### src/design/remote_ctrl_pkg.sv
`default_nettype none
package remote_ctrl_pkg;

	localparam int unsigned CLOCK_HZ             = 125_000_000;
	localparam int unsigned INTERNAL_FRAME_MS    = 30;
	localparam int unsigned LOCATE_SHOW_S        = 3;
	localparam int unsigned SHUTTLE_FLASH_MS     = 250;
	localparam int unsigned INTERNAL_FRAME_CYCLES = CLOCK_HZ / 1000 * INTERNAL_FRAME_MS;
	localparam int unsigned LOCATE_SHOW_CYCLES   = CLOCK_HZ * LOCATE_SHOW_S;
	localparam int unsigned SHUTTLE_FLASH_CYCLES = CLOCK_HZ / 1000 * SHUTTLE_FLASH_MS;

	localparam logic [7:0] REG_CONTROL  = 8'h00;
	localparam logic [7:0] REG_CONFIG   = 8'h04;
	localparam logic [7:0] REG_TRACKMAP = 8'h08;
	localparam logic [7:0] REG_STATUS   = 8'h0C;
	localparam logic [7:0] REG_IDENTITY = 8'h10;

	localparam int CTL_SOURCE_LSB  = 0;
	localparam int CTL_INDIV_BIT   = 2;
	localparam int CTL_STILL_BIT   = 3;
	localparam int CTL_FAST_BIT    = 4;
	localparam int CTL_ARM_EN_BIT  = 5;
	localparam int CTL_TC_REC_BIT  = 6;
	localparam int CTL_VIDEO_BIT   = 7;
	localparam int CFG_EMUL_LSB    = 0;
	localparam int CFG_DELAY_LSB   = 4;
	localparam logic [7:0] CONTROL_RESET = 8'hA3;
	localparam logic [2:0] EMUL_RESET    = 3'h0;
	localparam logic [2:0] MAP_RESET     = 3'h0;

	localparam logic [1:0] SRC_NINE_PIN = 2'h0;
	localparam logic [1:0] SRC_MIDI     = 2'h1;
	localparam logic [1:0] SRC_BUS      = 2'h2;
	localparam logic [1:0] SRC_OFF      = 2'h3;

	localparam logic [3:0] CMD_STOP     = 4'h1;
	localparam logic [3:0] CMD_PLAY     = 4'h2;
	localparam logic [3:0] CMD_RECORD   = 4'h3;
	localparam logic [3:0] CMD_LOCATE   = 4'h4;
	localparam logic [3:0] CMD_FFWD     = 4'h5;
	localparam logic [3:0] CMD_REW      = 4'h6;
	localparam logic [3:0] CMD_ARM      = 4'h7;
	localparam logic [3:0] CMD_DISARM   = 4'h8;
	localparam logic [3:0] CMD_IDENTITY = 4'h9;

	localparam logic [3:0] DELAY_MAX    = 4'h9;
	localparam logic [3:0] DELAY_AUTO   = 4'hF;
	localparam logic [2:0] MAP_PRESETS  = 3'h6;
	localparam logic [2:0] ANALOG3_INDEX = 3'h2;

	// per emulation, index 0 first
	localparam logic [3:0] AUTO_DELAY [8] = '{4'h3, 4'h4, 4'h6, 4'h3, 4'h0, 4'h4, 4'h5, 4'h0};
	// arbitrary reply values
	localparam logic [15:0] IDENTITY_REPLY [8] = '{16'hA010, 16'hA011, 16'hA012, 16'hA013,
		16'hA014, 16'hA015, 16'hA016, 16'hA017};

	typedef enum logic [2:0] {mo_stop, mo_play, mo_locate, mo_pause, mo_wind} motion_t;

endpackage
`default_nettype wire

### src/design/remote_transport_control.sv
// Our own choices: strobed register access and the placing of the registers.
`default_nettype none
module remote_transport_control
	import remote_ctrl_pkg::*;
#(
	parameter int unsigned FRAME_CYCLES = INTERNAL_FRAME_CYCLES,
	parameter int unsigned SHOW_CYCLES  = LOCATE_SHOW_CYCLES,
	parameter int unsigned FLASH_CYCLES = SHUTTLE_FLASH_CYCLES
)(
	input  wire logic        clock,
	input  wire logic        rst,
	input  wire logic [7:0]  reg_addr,
	input  wire logic [31:0] reg_wdata,
	input  wire logic        reg_write,
	input  wire logic        reg_read,
	output logic      [31:0] reg_rdata,
	input  wire logic        cmd_valid,
	input  wire logic [1:0]  cmd_source,
	input  wire logic [3:0]  cmd_code,
	input  wire logic        cmd_track_digital,
	input  wire logic [2:0]  cmd_track_index,
	input  wire logic [23:0] cmd_position,
	input  wire logic        local_valid,
	input  wire logic [3:0]  local_code,
	input  wire logic [2:0]  local_track,
	input  wire logic        video_frame_edge,
	input  wire logic        video_sync_valid,
	input  wire logic        chase_active,
	input  wire logic        tc_linked,
	input  wire logic        tc_reference,
	input  wire logic        master_record,
	input  wire logic        locate_reached,
	output logic             record_active,
	output logic             monitor_input,
	output logic             transport_play,
	output logic             transport_pause,
	output logic             transport_wind,
	output logic             wind_reverse,
	output logic             wind_fast,
	output logic             locate_request,
	output logic      [23:0] locate_target,
	output logic             target_display,
	output logic             ffwd_lamp,
	output logic             rew_lamp,
	output logic             shuttle_lamp,
	output logic             tally_stop,
	output logic             tally_still,
	output logic             identity_valid,
	output logic      [15:0] identity_code,
	output logic      [7:0]  track_arm,
	output logic             tc_track_arm
);

	////////////////////////////////////////////////////////////////
	// register file

	logic [7:0] ctrl;
	logic [2:0] emulation;
	logic [3:0] record_start_delay;
	logic [2:0] map_preset;

	wire       wr_control  = reg_write && reg_addr == REG_CONTROL;
	wire       wr_config   = reg_write && reg_addr == REG_CONFIG;
	wire       wr_trackmap = reg_write && reg_addr == REG_TRACKMAP;
	wire [3:0] wr_delay    = reg_wdata[CFG_DELAY_LSB +: 4];
	wire       delay_legal = wr_delay <= DELAY_MAX || wr_delay == DELAY_AUTO;
	wire       map_legal   = reg_wdata[2:0] < MAP_PRESETS;

	wire [1:0] source_sel = ctrl[CTL_SOURCE_LSB +: 2];
	wire       indiv_rec  = ctrl[CTL_INDIV_BIT];
	wire       tally_set  = ctrl[CTL_STILL_BIT];
	wire       fast_set   = ctrl[CTL_FAST_BIT];
	wire       arm_enable = ctrl[CTL_ARM_EN_BIT];
	wire       timecode_track_record_enable  = ctrl[CTL_TC_REC_BIT];
	wire       video_mode = ctrl[CTL_VIDEO_BIT];

	always_ff @(posedge clock or posedge rst) begin
		if (rst) begin
			ctrl               <= CONTROL_RESET;
			emulation          <= EMUL_RESET;
			record_start_delay <= DELAY_AUTO;
			map_preset         <= MAP_RESET;
		end else begin
			if (wr_control)
				ctrl <= reg_wdata[7:0];
			if (wr_config)
				emulation <= reg_wdata[CFG_EMUL_LSB +: 3];
			if (wr_config && delay_legal)
				record_start_delay <= wr_delay;
			if (wr_trackmap && map_legal)
				map_preset <= reg_wdata[2:0];
		end
	end

	////////////////////////////////////////////////////////////////
	// command arbitration

	motion_t    motion;
	motion_t    next_motion;
	logic       record_own;
	logic       delay_fire;
	logic       delay_pending;

	// local wins a same-cycle tie
	wire        remote_take = cmd_valid && source_sel != SRC_OFF && cmd_source == source_sel
		&& !local_valid;
	wire        act_valid   = local_valid || remote_take;
	wire [3:0]  act_code    = local_valid ? local_code : cmd_code;
	wire        act_stop    = act_valid && act_code == CMD_STOP;
	wire        act_play    = act_valid && act_code == CMD_PLAY;
	wire        act_record  = act_valid && act_code == CMD_RECORD;
	wire        act_locate  = act_valid && act_code == CMD_LOCATE;
	wire        act_wind    = act_valid && (act_code == CMD_FFWD || act_code == CMD_REW);
	wire        act_halt    = act_stop || act_locate || act_wind;
	wire        id_request  = remote_take && cmd_code == CMD_IDENTITY;
	wire [3:0]  eff_delay   = record_start_delay == DELAY_AUTO ? AUTO_DELAY[emulation]
		: record_start_delay;
	wire        nine_pin    = source_sel == SRC_NINE_PIN;

	////////////////////////////////////////////////////////////////
	// frame timing and record delay

	logic [31:0] frame_count;
	wire         frame_wrap = frame_count == 32'(FRAME_CYCLES - 1);
	wire         use_video  = video_mode && video_sync_valid;
	wire         frame_tick = use_video ? video_frame_edge : frame_wrap;

	always_ff @(posedge clock or posedge rst) begin
		if (rst)
			frame_count <= 32'h0;
		else
			frame_count <= frame_wrap ? 32'h0 : frame_count + 32'h1;
	end

	frame_delay_counter delay_timer (
		.clock   (clock),
		.rst     (rst),
		.start   (act_record),
		.cancel  (act_halt),
		.tick    (frame_tick),
		.delay   (eff_delay),
		.fire    (delay_fire),
		.pending (delay_pending)
	);

	// override only when linked by timecode, referenced to it and individual record (CTL_INDIV_BIT) is set
	wire follow_master = chase_active && !(tc_linked && tc_reference && indiv_rec);

	always_ff @(posedge clock or posedge rst) begin
		if (rst) begin
			record_own    <= 1'b0;
			monitor_input <= 1'b0;
			record_active <= 1'b0;
		end else begin
			if (act_halt) begin
				record_own    <= 1'b0;
				monitor_input <= 1'b0;
			end else if (delay_fire) begin
				record_own    <= 1'b1;
				monitor_input <= 1'b1;
			end
			record_active <= follow_master ? master_record : record_own;
		end
	end

	////////////////////////////////////////////////////////////////
	// transport state

	always_comb begin
		next_motion = motion;
		if (act_stop)
			next_motion = mo_stop;
		else if (act_play || delay_fire)
			next_motion = mo_play;
		else if (act_locate)
			next_motion = mo_locate;
		else if (act_wind)
			next_motion = mo_wind;
		else begin
			case (motion)
				mo_locate: begin
					if (locate_reached)
						next_motion = nine_pin ? mo_pause : mo_stop;
				end
				default: next_motion = motion;
			endcase
		end
	end

	logic [31:0] show_count;
	logic [31:0] flash_count;
	logic        flash_phase;
	wire         flash_wrap = flash_count == 32'(FLASH_CYCLES - 1);

	always_ff @(posedge clock or posedge rst) begin
		if (rst) begin
			motion         <= mo_stop;
			wind_reverse   <= 1'b0;
			locate_request <= 1'b0;
			locate_target  <= 24'h0;
		end else begin
			motion         <= next_motion;
			locate_request <= act_locate;
			if (act_wind)
				wind_reverse <= act_code == CMD_REW;
			if (act_locate)
				locate_target <= cmd_position;
		end
	end

	always_ff @(posedge clock or posedge rst) begin
		if (rst) begin
			show_count  <= 32'h0;
			flash_count <= 32'h0;
			flash_phase <= 1'b0;
		end else begin
			if (act_locate)
				show_count <= 32'(SHOW_CYCLES);
			else if (show_count != 32'h0)
				show_count <= show_count - 32'h1;
			if (motion != mo_wind) begin
				flash_count <= 32'h0;
				flash_phase <= 1'b0;
			end else begin
				flash_count <= flash_wrap ? 32'h0 : flash_count + 32'h1;
				if (flash_wrap)
					flash_phase <= !flash_phase;
			end
		end
	end

	assign transport_play  = motion == mo_play;
	assign transport_pause = motion == mo_pause;
	assign transport_wind  = motion == mo_wind;
	assign wind_fast       = fast_set;
	assign target_display  = show_count != 32'h0;
	assign ffwd_lamp       = motion == mo_locate || (transport_wind && !wind_reverse);
	assign rew_lamp        = motion == mo_locate || (transport_wind && wind_reverse);
	assign shuttle_lamp    = transport_wind && flash_phase;
	assign tally_stop      = transport_pause && !tally_set;
	assign tally_still     = transport_pause && tally_set;

	////////////////////////////////////////////////////////////////
	// identity reply

	always_ff @(posedge clock or posedge rst) begin
		if (rst) begin
			identity_valid <= 1'b0;
			identity_code  <= 16'h0000;
		end else begin
			identity_valid <= id_request;
			if (id_request)
				identity_code <= IDENTITY_REPLY[emulation];
		end
	end

	////////////////////////////////////////////////////////////////
	// track arming

	function automatic logic map_hit(input logic [2:0] preset, input logic [2:0] trk,
		input logic digital, input logic [2:0] idx);
		logic       kind;
		logic [2:0] num;
		kind = 1'b1;
		num  = trk;
		case (preset)
			3'h0: begin kind = trk[2]; num = {1'b0, trk[1:0]}; end
			3'h1: begin kind = 1'b1; num = trk; end
			3'h2: begin kind = 1'b0; num = {1'b0, trk[1:0]}; end
			3'h3: begin kind = 1'b0; num = {1'b0, trk[2:1]}; end
			3'h4: begin kind = 1'b1; num = {1'b0, trk[1:0]}; end
			default: begin kind = 1'b1; num = {1'b0, trk[2:1]}; end
		endcase
		map_hit = kind == digital && num == idx && (digital || idx < 3'h4);
	endfunction

	wire arm_code   = act_code == CMD_ARM || act_code == CMD_DISARM;
	wire arm_value  = act_code == CMD_ARM;
	wire local_arm  = local_valid && arm_code;
	wire remote_arm = remote_take && arm_code && arm_enable;
	wire tc_route   = !cmd_track_digital && cmd_track_index == ANALOG3_INDEX && timecode_track_record_enable;

	always_ff @(posedge clock or posedge rst) begin
		if (rst)
			tc_track_arm <= 1'b0;
		else if (remote_arm && tc_route)
			tc_track_arm <= arm_value;
	end

	genvar t;
	generate
		for (t = 0; t < 8; t++) begin : g_track
			wire hit = local_arm ? local_track == 3'(t) : remote_arm && !tc_route
				&& map_hit(map_preset, 3'(t), cmd_track_digital, cmd_track_index);
			always_ff @(posedge clock or posedge rst) begin
				if (rst)
					track_arm[t] <= 1'b0;
				else if (hit)
					track_arm[t] <= arm_value;
			end
		end
	endgenerate

	////////////////////////////////////////////////////////////////
	// register read

	wire [31:0] status_word = {7'h00, tc_track_arm, track_arm, 4'h0, eff_delay, 1'b0, use_video,
		transport_wind, transport_pause, motion == mo_locate, delay_pending, monitor_input, record_active};
	wire [31:0] read_word =
		reg_addr == REG_CONTROL  ? {24'h0, ctrl} :
		reg_addr == REG_CONFIG   ? {24'h0, record_start_delay, 1'b0, emulation} :
		reg_addr == REG_TRACKMAP ? {29'h0, map_preset} :
		reg_addr == REG_STATUS   ? status_word :
		reg_addr == REG_IDENTITY ? {16'h0, IDENTITY_REPLY[emulation]} : 32'h0;

	always_ff @(posedge clock or posedge rst) begin
		if (rst)
			reg_rdata <= 32'h0;
		else
			reg_rdata <= reg_read ? read_word : 32'h0;
	end

	////////////////////////////////////////////////////////////////
	// checks

	a_source_gate: assert property (@(posedge clock) disable iff (rst)
		cmd_valid && (source_sel == SRC_OFF || cmd_source != source_sel) |-> !remote_take)
		else $error("command from unselected source taken");
	a_local_live: assert property (@(posedge clock) disable iff (rst)
		local_valid && local_code == CMD_STOP && source_sel != SRC_OFF |=> motion == mo_stop)
		else $error("local stop ignored");
	a_chase_follow: assert property (@(posedge clock) disable iff (rst)
		chase_active && !(tc_linked && tc_reference) |=> record_active == $past(master_record))
		else $error("slave not following master record");
	a_identity_reply: assert property (@(posedge clock) disable iff (rst)
		id_request |=> identity_valid && identity_code == IDENTITY_REPLY[$past(emulation)])
		else $error("wrong identity reply");
	a_zero_delay: assert property (@(posedge clock) disable iff (rst)
		act_record && eff_delay == 4'h0 |=> record_own && monitor_input)
		else $error("zero delay record not immediate");
	a_one_delay: assert property (@(posedge clock) disable iff (rst)
		act_record && eff_delay == 4'h1 ##1 (!act_valid && !frame_tick) [*2] ##1 !act_valid && frame_tick
		|=> record_own)
		else $error("delay one not at first frame");
	a_locate_pause: assert property (@(posedge clock) disable iff (rst)
		motion == mo_locate && locate_reached && nine_pin && !act_valid |=> transport_pause)
		else $error("locate did not pause");
	a_tally_report: assert property (@(posedge clock) disable iff (rst)
		transport_pause |-> tally_still == tally_set && tally_stop == !tally_set)
		else $error("wrong cue tally");
	a_wind_lamps: assert property (@(posedge clock) disable iff (rst)
		motion == mo_locate |-> ffwd_lamp && rew_lamp && !shuttle_lamp)
		else $error("locate lamps wrong");
	a_arm_block: assert property (@(posedge clock) disable iff (rst)
		remote_take && arm_code && !arm_enable |=> $stable(track_arm) && $stable(tc_track_arm))
		else $error("remote arm not blocked");
	a_tc_route: assert property (@(posedge clock) disable iff (rst)
		remote_arm && tc_route |=> tc_track_arm == $past(arm_value) && $stable(track_arm))
		else $error("analog 3 not routed to timecode track");

endmodule
`default_nettype wire

### src/design/frame_delay_counter.sv
`default_nettype none
module frame_delay_counter
	import remote_ctrl_pkg::*;
(
	input  wire logic       clock,
	input  wire logic       rst,
	input  wire logic       start,
	input  wire logic       cancel,
	input  wire logic       tick,
	input  wire logic [3:0] delay,
	output logic            fire,
	output logic            pending
);

	logic [3:0] count;
	logic [3:0] target;
	logic       busy;

	wire [3:0] next_count = count + 4'h1;
	wire       at_target  = busy && tick && next_count == target;

	assign fire    = !cancel && (start ? delay == 4'h0 : at_target);
	assign pending = busy;

	always_ff @(posedge clock or posedge rst) begin
		if (rst) begin
			busy   <= 1'b0;
			count  <= 4'h0;
			target <= 4'h0;
		end else if (cancel) begin
			busy  <= 1'b0;
			count <= 4'h0;
		end else if (start) begin
			count  <= 4'h0;
			target <= delay;
			busy   <= delay != 4'h0;
		end else if (busy && tick) begin
			count <= next_count;
			if (next_count == target)
				busy <= 1'b0;
		end
	end

	a_restart_clear: assert property (@(posedge clock) disable iff (rst)
		start && !cancel |=> count == 4'h0 && busy == ($past(delay) != 4'h0))
		else $error("delay count not restarted");
	a_fire_on_count: assert property (@(posedge clock) disable iff (rst)
		busy && tick && !start && !cancel && next_count == target |-> fire ##1 !busy)
		else $error("record start missed its frame");

endmodule
`default_nettype wire

### config.mk
export PLATFORM = sky130hd
export DESIGN_NAME = remote_transport_control
export DESIGN_NICKNAME = d
export VERILOG_FILES = /design/src/design/remote_ctrl_pkg.sv /design/src/design/remote_transport_control.sv /design/src/design/frame_delay_counter.sv
export SDC_FILE = /design/constraint.sdc
export NUM_CORES = 1
export LEC_CHECK = 0
export ABC_AREA = 1
export BUFFER_PORTS_ARGS = -buffer_cell sky130_fd_sc_hd__clkbuf_2
export CAP_MARGIN = 20
export CORE_AREA = 2 2 258 133
export CTS_CLUSTER_DIAMETER = 200
export CTS_CLUSTER_SIZE = 14
export DETAILED_ROUTE_END_ITERATION = 10
export DIE_AREA = 0 0 260 135
export GPL_TIMING_DRIVEN = 1
export HOLD_SLACK_MARGIN = 0.06
export PLACE_DENSITY = 0.49
export SETUP_SLACK_MARGIN = 0.3
export SYNTH_ARGS = -nofsm -noshare
export SYNTH_HDL_FRONTEND = slang
export SYNTH_HIERARCHICAL = 1
export SYNTH_SLANG_ARGS = --single-unit
### constraint.sdc
create_clock -name clock -period 7.4 [get_ports clock]
set_input_delay 0.74 -clock clock [delete_from_list [all_inputs] [get_ports clock]]
set_output_delay 0.74 -clock clock [all_outputs]
set_load 0.005 [all_outputs]
==> impl_results.md, run 1 <==
* Outcome: finished clean
* Initial antenna violation count at 0
* Final setup fails at 0
* Crit Path Category: flip-flop to flip-flop
* Worst vdd ir at 146 uV
* Largest family of logic cells by synthesized area: simple AND/OR/NAND/NOR gates
* Layout fillers at 3438
* Antenna diodes at 0
* Synth unique cells at 46
* Via Count at 9768
* Nets at 1707
* Post-DR vias/cell at 4.74
* Fin. Hold Viols at 0
* Setup TNS at 0 ps
* Synthesized flop and latch total at 191
* Row count at 47
* Crit-path max FO at 4
* Leakage at 6.08 nW
* Setup crit start kind: flip-flop
* Reg clk slew, reported paths at 80 ps
* DR WL met2 at 11.7 mm
* Pwr dens at 214 mW/mm^2
* Worst hold path class: primary input to async pin
* Worst-skew pair later-pin latency at 460 ps
* Sink Count at 191
* XOR/XNOR Fraction of Synth Area at 4.27%
* Power Total at 2.66 mW
* Simple-Gate Fraction of Synth Area at 35.4%
* Mux cell area share after synthesis at 0.0938%
* H-Tree Depth at 4
* Final max-slew violation count at 0
* Post-layout min period at 3530 ps
* Period utilization at 47.7%
* Gr usage total at 19.5%
* Multi-input logic area at 0.00491 sq mm
* Layout cells sized above 1 at 14.0%
* R2r setup slk at 3870 ps
* Fin cells at 2061
* CTS-repair resized insts at 0
* RSZ-0062 raised after global routing: false
* Bufs on Longest Clock Path at 2
* Chip Width at 260 um
* # DRC at 0
* Placed Instances at 2029
* Num CTS Buffers at 17
* First-pass GRT wire length at 52.0 mm
* Slew margin rel. at 32.4%
* Fin worst setup slack at 3870 ps
* Register area at 0.00479 sq mm
* Total Wirelength at 32.8 mm
* RePlAce Congestion at 0.921
* Area grow syn2layout at 16.3%
* Number of synthesized flops with an enable pin at 0
* Place WS at 3560 ps
* DRT iter0 DRCs at 1101
* Layout Skew at 12.8 ps
* Gr ovfl total at 0
* Synthesized instance count at 1459
* Yosys top cell by area: dfrtp_1
* Number of I/O port buffers at 146
* Syn avg cell area at 7.31 sq um
* Cell Area, Synth at 0.0107 sq mm
* CTS Root Cell: clkbuf_16
* Worst slew pin tran at 1000 ps
* WP data arrival at 3860 ps
* WL per Instance at 15.9 um
* Io pins at 190
* FMAX at 284 MHz
* Die area at 0.0351 sq mm
* Max Cap Viol at 0
* Vias in the first global route at 9083
* Core ar. at 0.0326 sq mm
* CP Capture Type: flip-flop
* DRT met1 WL at 17.9 mm
* DRT Pass-1 Iters at 5
* Pin count of the biggest net entering global routing at 118
* Chip height at 135 um
* Uppermost layer routed: met4
* Routed met3 length at 2.90 mm
* Initial Utilization at 32.7%
* Sequential share of the synthesized area at 44.9%
* Data required, critical path at 7740 ps
* Post-Synth Adder-Cell Area at 0.704%
* Post-route ant nets at 0
* Compound-Gate Fraction of Synth Area at 4.90%
* CTS tree: built
* Synth area leaders: dfrtp_1 (43%), nand2_1 (14%), nor2_1 (7.9%)
* CTS hold repair buffers at 0
* Synth top area share at 42.9%
* Synth warn at 6
* Post-DP HPWL at 25.5 mm
* Post-CTS setup repair buffer count at 0
* Main synth FF type: dfrtp_1
* Post-synth ARST share at 100%
[metrics by stage]
step                      area, sq um  util, %  hold slack, ps
after global placement          11800     36.1             461
after CTS                       12400     38.0             295
after global routing            12400     38.0             320
after detailed placement        11800     36.1             468
final                           12400     38.0             303
after floorplan                 10700        -             447
[synthesized netlist by cell type (5+ instances only)]
| master | count |
|---|---|
| or2_2 | 9 |
| nor3b_1 | 6 |
| buf_4 | 28 |
| xor2_1 | 40 |
| ha_1 | 6 |
| dfstp_2 | 8 |
| nand2_2 | 9 |
| xnor2_1 | 12 |
| nor2_2 | 5 |
| nor4_1 | 18 |
| a21oi_1 | 33 |
| nand2_1 | 388 |
| nand3_1 | 85 |
| o21ai_0 | 51 |
| clkbuf_1 | 5 |
| nor2_1 | 225 |
| nor3_1 | 62 |
| nand4_1 | 41 |
| dfrtp_1 | 183 |
| inv_1 | 203 |
[final timing paths]
| path | start | endpoint | depth (start not counted) |
|---|---|---|---|
| worst min register to register | locate_target[21] | locate_target[21] | 2 |
| min in group clock | cmd_position[0] | locate_target[0] | 3 |
| worst max register to register | frame_count[17] | motion[1] | 16 |
| max in group asynchronous | rst | locate_target[20] | 3 |
| worst max-delay path | frame_count[17] | motion[1] | 16 |
| worst min-delay path | rst | delay_timer/target[2] | 2 |
[critical path: stages, from the launching register on]
cell and delay [ps]:
dfrtp_1 420, inv_1 120, nand4_1 170, nor4_1 470, nand4_1 510, o21ai_0 580
nand2_1 180, a21oi_1 150, nand3_1 80, nor2_1 180, nand3_1 100, nand2_1 90
inv_1 70, nand3_1 100, nor2_1 80, nand2_1 70, o21ai_1 50
[sequential cells by signal (all words and copies together) (netlist names)]
signal / cells
wind_reverse: 1
identity_code: 4
record_active: 1
tc_track_arm: 1
delay_timer/target: 4
locate_target: 24
map_preset: 3
emulation: 3
flash_count: 32
record_start_delay: 4
motion: 3
delay_timer/pending: 1
track_arm: 8
locate_request: 1
delay_timer/count: 4
flash_phase: 1
show_count: 32
frame_count: 32
record_own: 1
reg_rdata: 22
identity_valid: 1
ctrl: 8
[logic make-up after synthesis]
family	count (synthesis)
XOR/XNOR	52
other	1
AND/OR/NAND/NOR	866
AO/OA/AOI/OAI	97
flip-flops	191
multiplexers	1
buffers and inverters	245
adder cells (fa/ha/maj)	6
[metal layers]
| layer | up-vias | track usage [%] |
|---|---|---|
| met3 | 22 | 5.74 |
| met2 | 357 | 23.2 |
| li1 | 4863 | - |
| met4 | 0 | 3.61 |
| met5 | - | 0 |
| met1 | 4526 | 32.7 |
[report_power, final]
group          switching (mW)  total, mW  internal [mW]  leakage, nW
clock network           0.436      0.989          0.553        0.305
logic                   0.271      0.431          0.161         3.31
registers              0.0891       1.24           1.15         2.47
[final cells by class]
type | instances | area share [%]
multi-input cells | 1041 | 39.6
clock buffers | 20 | 3.68
inverters | 208 | 6.37
well taps | 441 | 4.45
flip-flops and latches | 191 | 38.6
clock inverters | 12 | 1.27
repair buffers | 148 | 6.01
[placed cells by master, fill, tap and decap left out, types with 19 or more instances in the layout]
| cell | n |
|---|---|
| nand2_1 | 388 |
| o21ai_0 | 51 |
| inv_1 | 202 |
| nand3_1 | 85 |
| a21oi_1 | 33 |
| clkbuf_2 | 146 |
| nor3_1 | 62 |
| conb_1 | 19 |
| nand4_1 | 41 |
| xor2_1 | 40 |
| nor2_1 | 225 |
| dfrtp_1 | 183 |
Note: power is estimated with default switching activity, not from simulation.
==> inputs of run 2 (changes only) <==
- PLACE_DENSITY: 0.49 -> 0.51
- clock period: 7.4 -> 2.9 ns (I/O delays scaled with it)
==> impl_results.md, run 2 (synthesis results as in run 1) <==
* Outcome: finished clean (unchanged)
* Worst vdd ir at 379 uV (was 146 uV)
* DRT Pass-1 Iters at 5 (unchanged)
* Data required, critical path at 3230 ps (was 7740 ps)
* Largest regs: flash_count: 32 flops, frame_count: 32 flops, show_count: 32 flops (unchanged)
* Register area at 0.00479 sq mm (about the same)
* Post-route ant nets at 0 (unchanged)
* Number of I/O port buffers at 146 (unchanged)
* Io pins at 190 (unchanged)
* Delay-heaviest family, CP: simple AND/OR/NAND/NOR gates (unchanged)
* FMAX at 410 MHz (was 284 MHz)
* Max Cap Viol at 0 (unchanged)
* Setup crit start kind: flip-flop (unchanged)
* Post-DR vias/cell at 4.68 (was 4.74)
* Crit-path max FO at 4 (unchanged)
* Vias in the first global route at 9016 (was 9083)
* Multi-input logic area at 0.00502 sq mm (was 0.00491 sq mm)
* Fin util at 39.7% (was 38.0%)
* Post-DP HPWL at 24.7 mm (was 25.5 mm)
* Reg clk slew, reported paths at 80 ps (about the same)
* Num CTS Buffers at 17 (unchanged)
* R2R depth at 17 (was 16)
* WL per Instance at 15.1 um (was 15.9 um)
* Chip height at 135 um (unchanged)
* Layout cells sized above 1 at 16.8% (was 14.0%)
* CTS Root Cell: clkbuf_16 (unchanged)
* Chip Width at 260 um (unchanged)
* CTS tree: built (unchanged)
* H-Tree Depth at 4 (unchanged)
* Power Total at 6.72 mW (was 2.66 mW)
* Final setup fails at 0 (unchanged)
* Cells along the critical path: nand2_4, inv_4, nand3_4, nor3_4, nand4_1, o21ai_2, nand2_2, a21oi_2, nand3_1, nor2_2, nand3_1, nand2_1, inv_2, nand3_2, nor2_1, nand2_1, o21ai_1 (was inv_1, nand4_1, nor4_1, nand4_1, o21ai_0, nand2_1, a21oi_1, nand3_1, nor2_1, nand3_1, nand2_1, inv_1, nand3_1, nor2_1, nand2_1, o21ai_1)
* WP buf/inv at 2 (unchanged)
* Post-layout min period at 2440 ps (was 3530 ps)
* Most common cell after layout, fill and taps aside: nand2_1 (unchanged)
* Gr usage total at 18.8% (was 19.5%)
* CP max stage delay at 480 ps (was 580 ps)
* Layout fillers at 3404 (was 3438)
* # DRC at 0 (unchanged)
* Layout Skew at 11.0 ps (was 12.8 ps)
* Critical register-to-register path endpoint: motion[1] (unchanged)
* Sink Count at 191 (unchanged)
* Nets at 1756 (was 1707)
* Period utilization at 84.2% (was 47.7%)
* Via Count at 9870 (was 9768)
* DRT iter0 DRCs at 884 (was 1101)
* Final max-slew violation count at 0 (unchanged)
* First-pass GRT wire length at 50.6 mm (was 52.0 mm)
* Area grow syn2layout at 21.5% (was 16.3%)
* Core ar. at 0.0326 sq mm (unchanged)
* Worst-skew pair later-pin latency at 450 ps (was 460 ps)
* Antenna diodes at 0 (unchanged)
* Slowest-stage cell, CP: dfrtp_2 (was o21ai_0)
* WP data arrival at 2770 ps (was 3860 ps)
* RePlAce Congestion at 0.954 (was 0.921)
* Critical Path Sink: motion[1] (unchanged)
* Fin. Hold Viols at 0 (unchanged)
* RSZ-0062 raised after global routing: true (was false)
* Gr ovfl total at 0 (unchanged)
* Pwr dens at 518 mW/mm^2 (was 214 mW/mm^2)
* CP Capture Type: flip-flop (unchanged)
* Leakage at 6.31 nW (was 6.08 nW)
* R2r setup slk at 460 ps (was 3870 ps)
* Pin count of the biggest net entering global routing at 67 (was 118)
* Total Wirelength at 31.9 mm (was 32.8 mm)
* Initial antenna violation count at 0 (unchanged)
* CP Depth at 17 (was 16)
* Worst hold path class: primary input to flip-flop (was primary input to async pin)
* Worst slew pin tran at 808 ps (was 1000 ps)
* Worst r2r src: frame_count[20] (was frame_count[17])
* Die area at 0.0351 sq mm (unchanged)
* Most frequent cells in the layout: nand2_1 (380), nor2_1 (222), inv_1 (195), dfrtp_1 (181), clkbuf_2 (146) (was nand2_1 (388), nor2_1 (225), inv_1 (202), dfrtp_1 (183), clkbuf_2 (146))
* Row count at 47 (unchanged)
* Worst hold margin at 91.8 ps (was 303 ps)
* Crit. Startpoint: frame_count[20] (was frame_count[17])
* Slew margin rel. at 45.7% (was 32.4%)
* Setup TNS at 0 ps (unchanged)
* Crit Path Category: flip-flop to flip-flop (unchanged)
* Initial Utilization at 32.7% (unchanged)
* Bufs on Longest Clock Path at 2 (unchanged)
-- run 2: timing repair --
item / CTS / global route
hold buffers: 26 / 0
hold endpoints to repair: 47 / 0
gates cloned: 0 / 0
setup buffers: 0 / 4
endpoints found under the setup margin: 3 / 4
pin swaps: 0 / 12
gates resized for setup: 2 / 34
-- run 2: worst min path at each step --
stage	from	to	slack, ps	cells after the start
CTS	reg_wdata[3]	ctrl[3]	70	3
global route	reg_wdata[3]	ctrl[3]	80	3
detailed placement	rst	delay_timer/target[0]	310	2
global placement	rst	delay_timer/target[0]	300	2
floorplan	rst	delay_timer/count[0]	120	1
finish	reg_wdata[3]	ctrl[3]	90	3
-- run 2: report_power, final --
part | switching (mW) | leakage, nW | internal [mW] | total [mW]
logic | 0.705 | 3.57 | 0.470 | 1.18
clock network | 1.16 | 0.272 | 1.21 | 2.37
registers | 0.235 | 2.47 | 2.94 | 3.17
-- run 2: through the flow --
step	worst slack (ps)	instances	instance area [sq um]
global placement	291	2048	12000
CTS	317	2106	12800
floorplan	280	1477	10700
finish	460	2110	13000
global route	287	2110	13000
detailed placement	210	2048	12000
-- run 2: worst reg2reg max path: stages, from the launching register on --
cell and delay (ps):
dfrtp_2 480, nand2_4 100, inv_4 90, nand3_4 70, nor3_4 210, nand4_1 240
o21ai_2 230, nand2_2 80, a21oi_2 110, nand3_1 90, nor2_2 130, nand3_1 90
nand2_1 90, inv_2 50, nand3_2 80, nor2_1 80, nand2_1 60, o21ai_1 50
-- run 2: metal layers --
metal | GRT usage [%] | wire length, um | share of wire (%)
met3 | 6.23 | 2820 | 8.8
met5 | 0 | 0 | 0
met4 | 3.35 | 187 | 0.59
met1 | 31.0 | 17300 | 54
met2 | 22.7 | 11600 | 36
-- run 2: layout make-up --
type                            instances  area share [%]
Clock buffer                           17            3.28
Clock inverter                         15            1.17
Inverter                              208            6.09
Multi-Input combinational cell       1041            38.7
Sequential cell                       191            37.0
Tap cell                              441            4.26
Timing Repair Buffer                  197            9.48
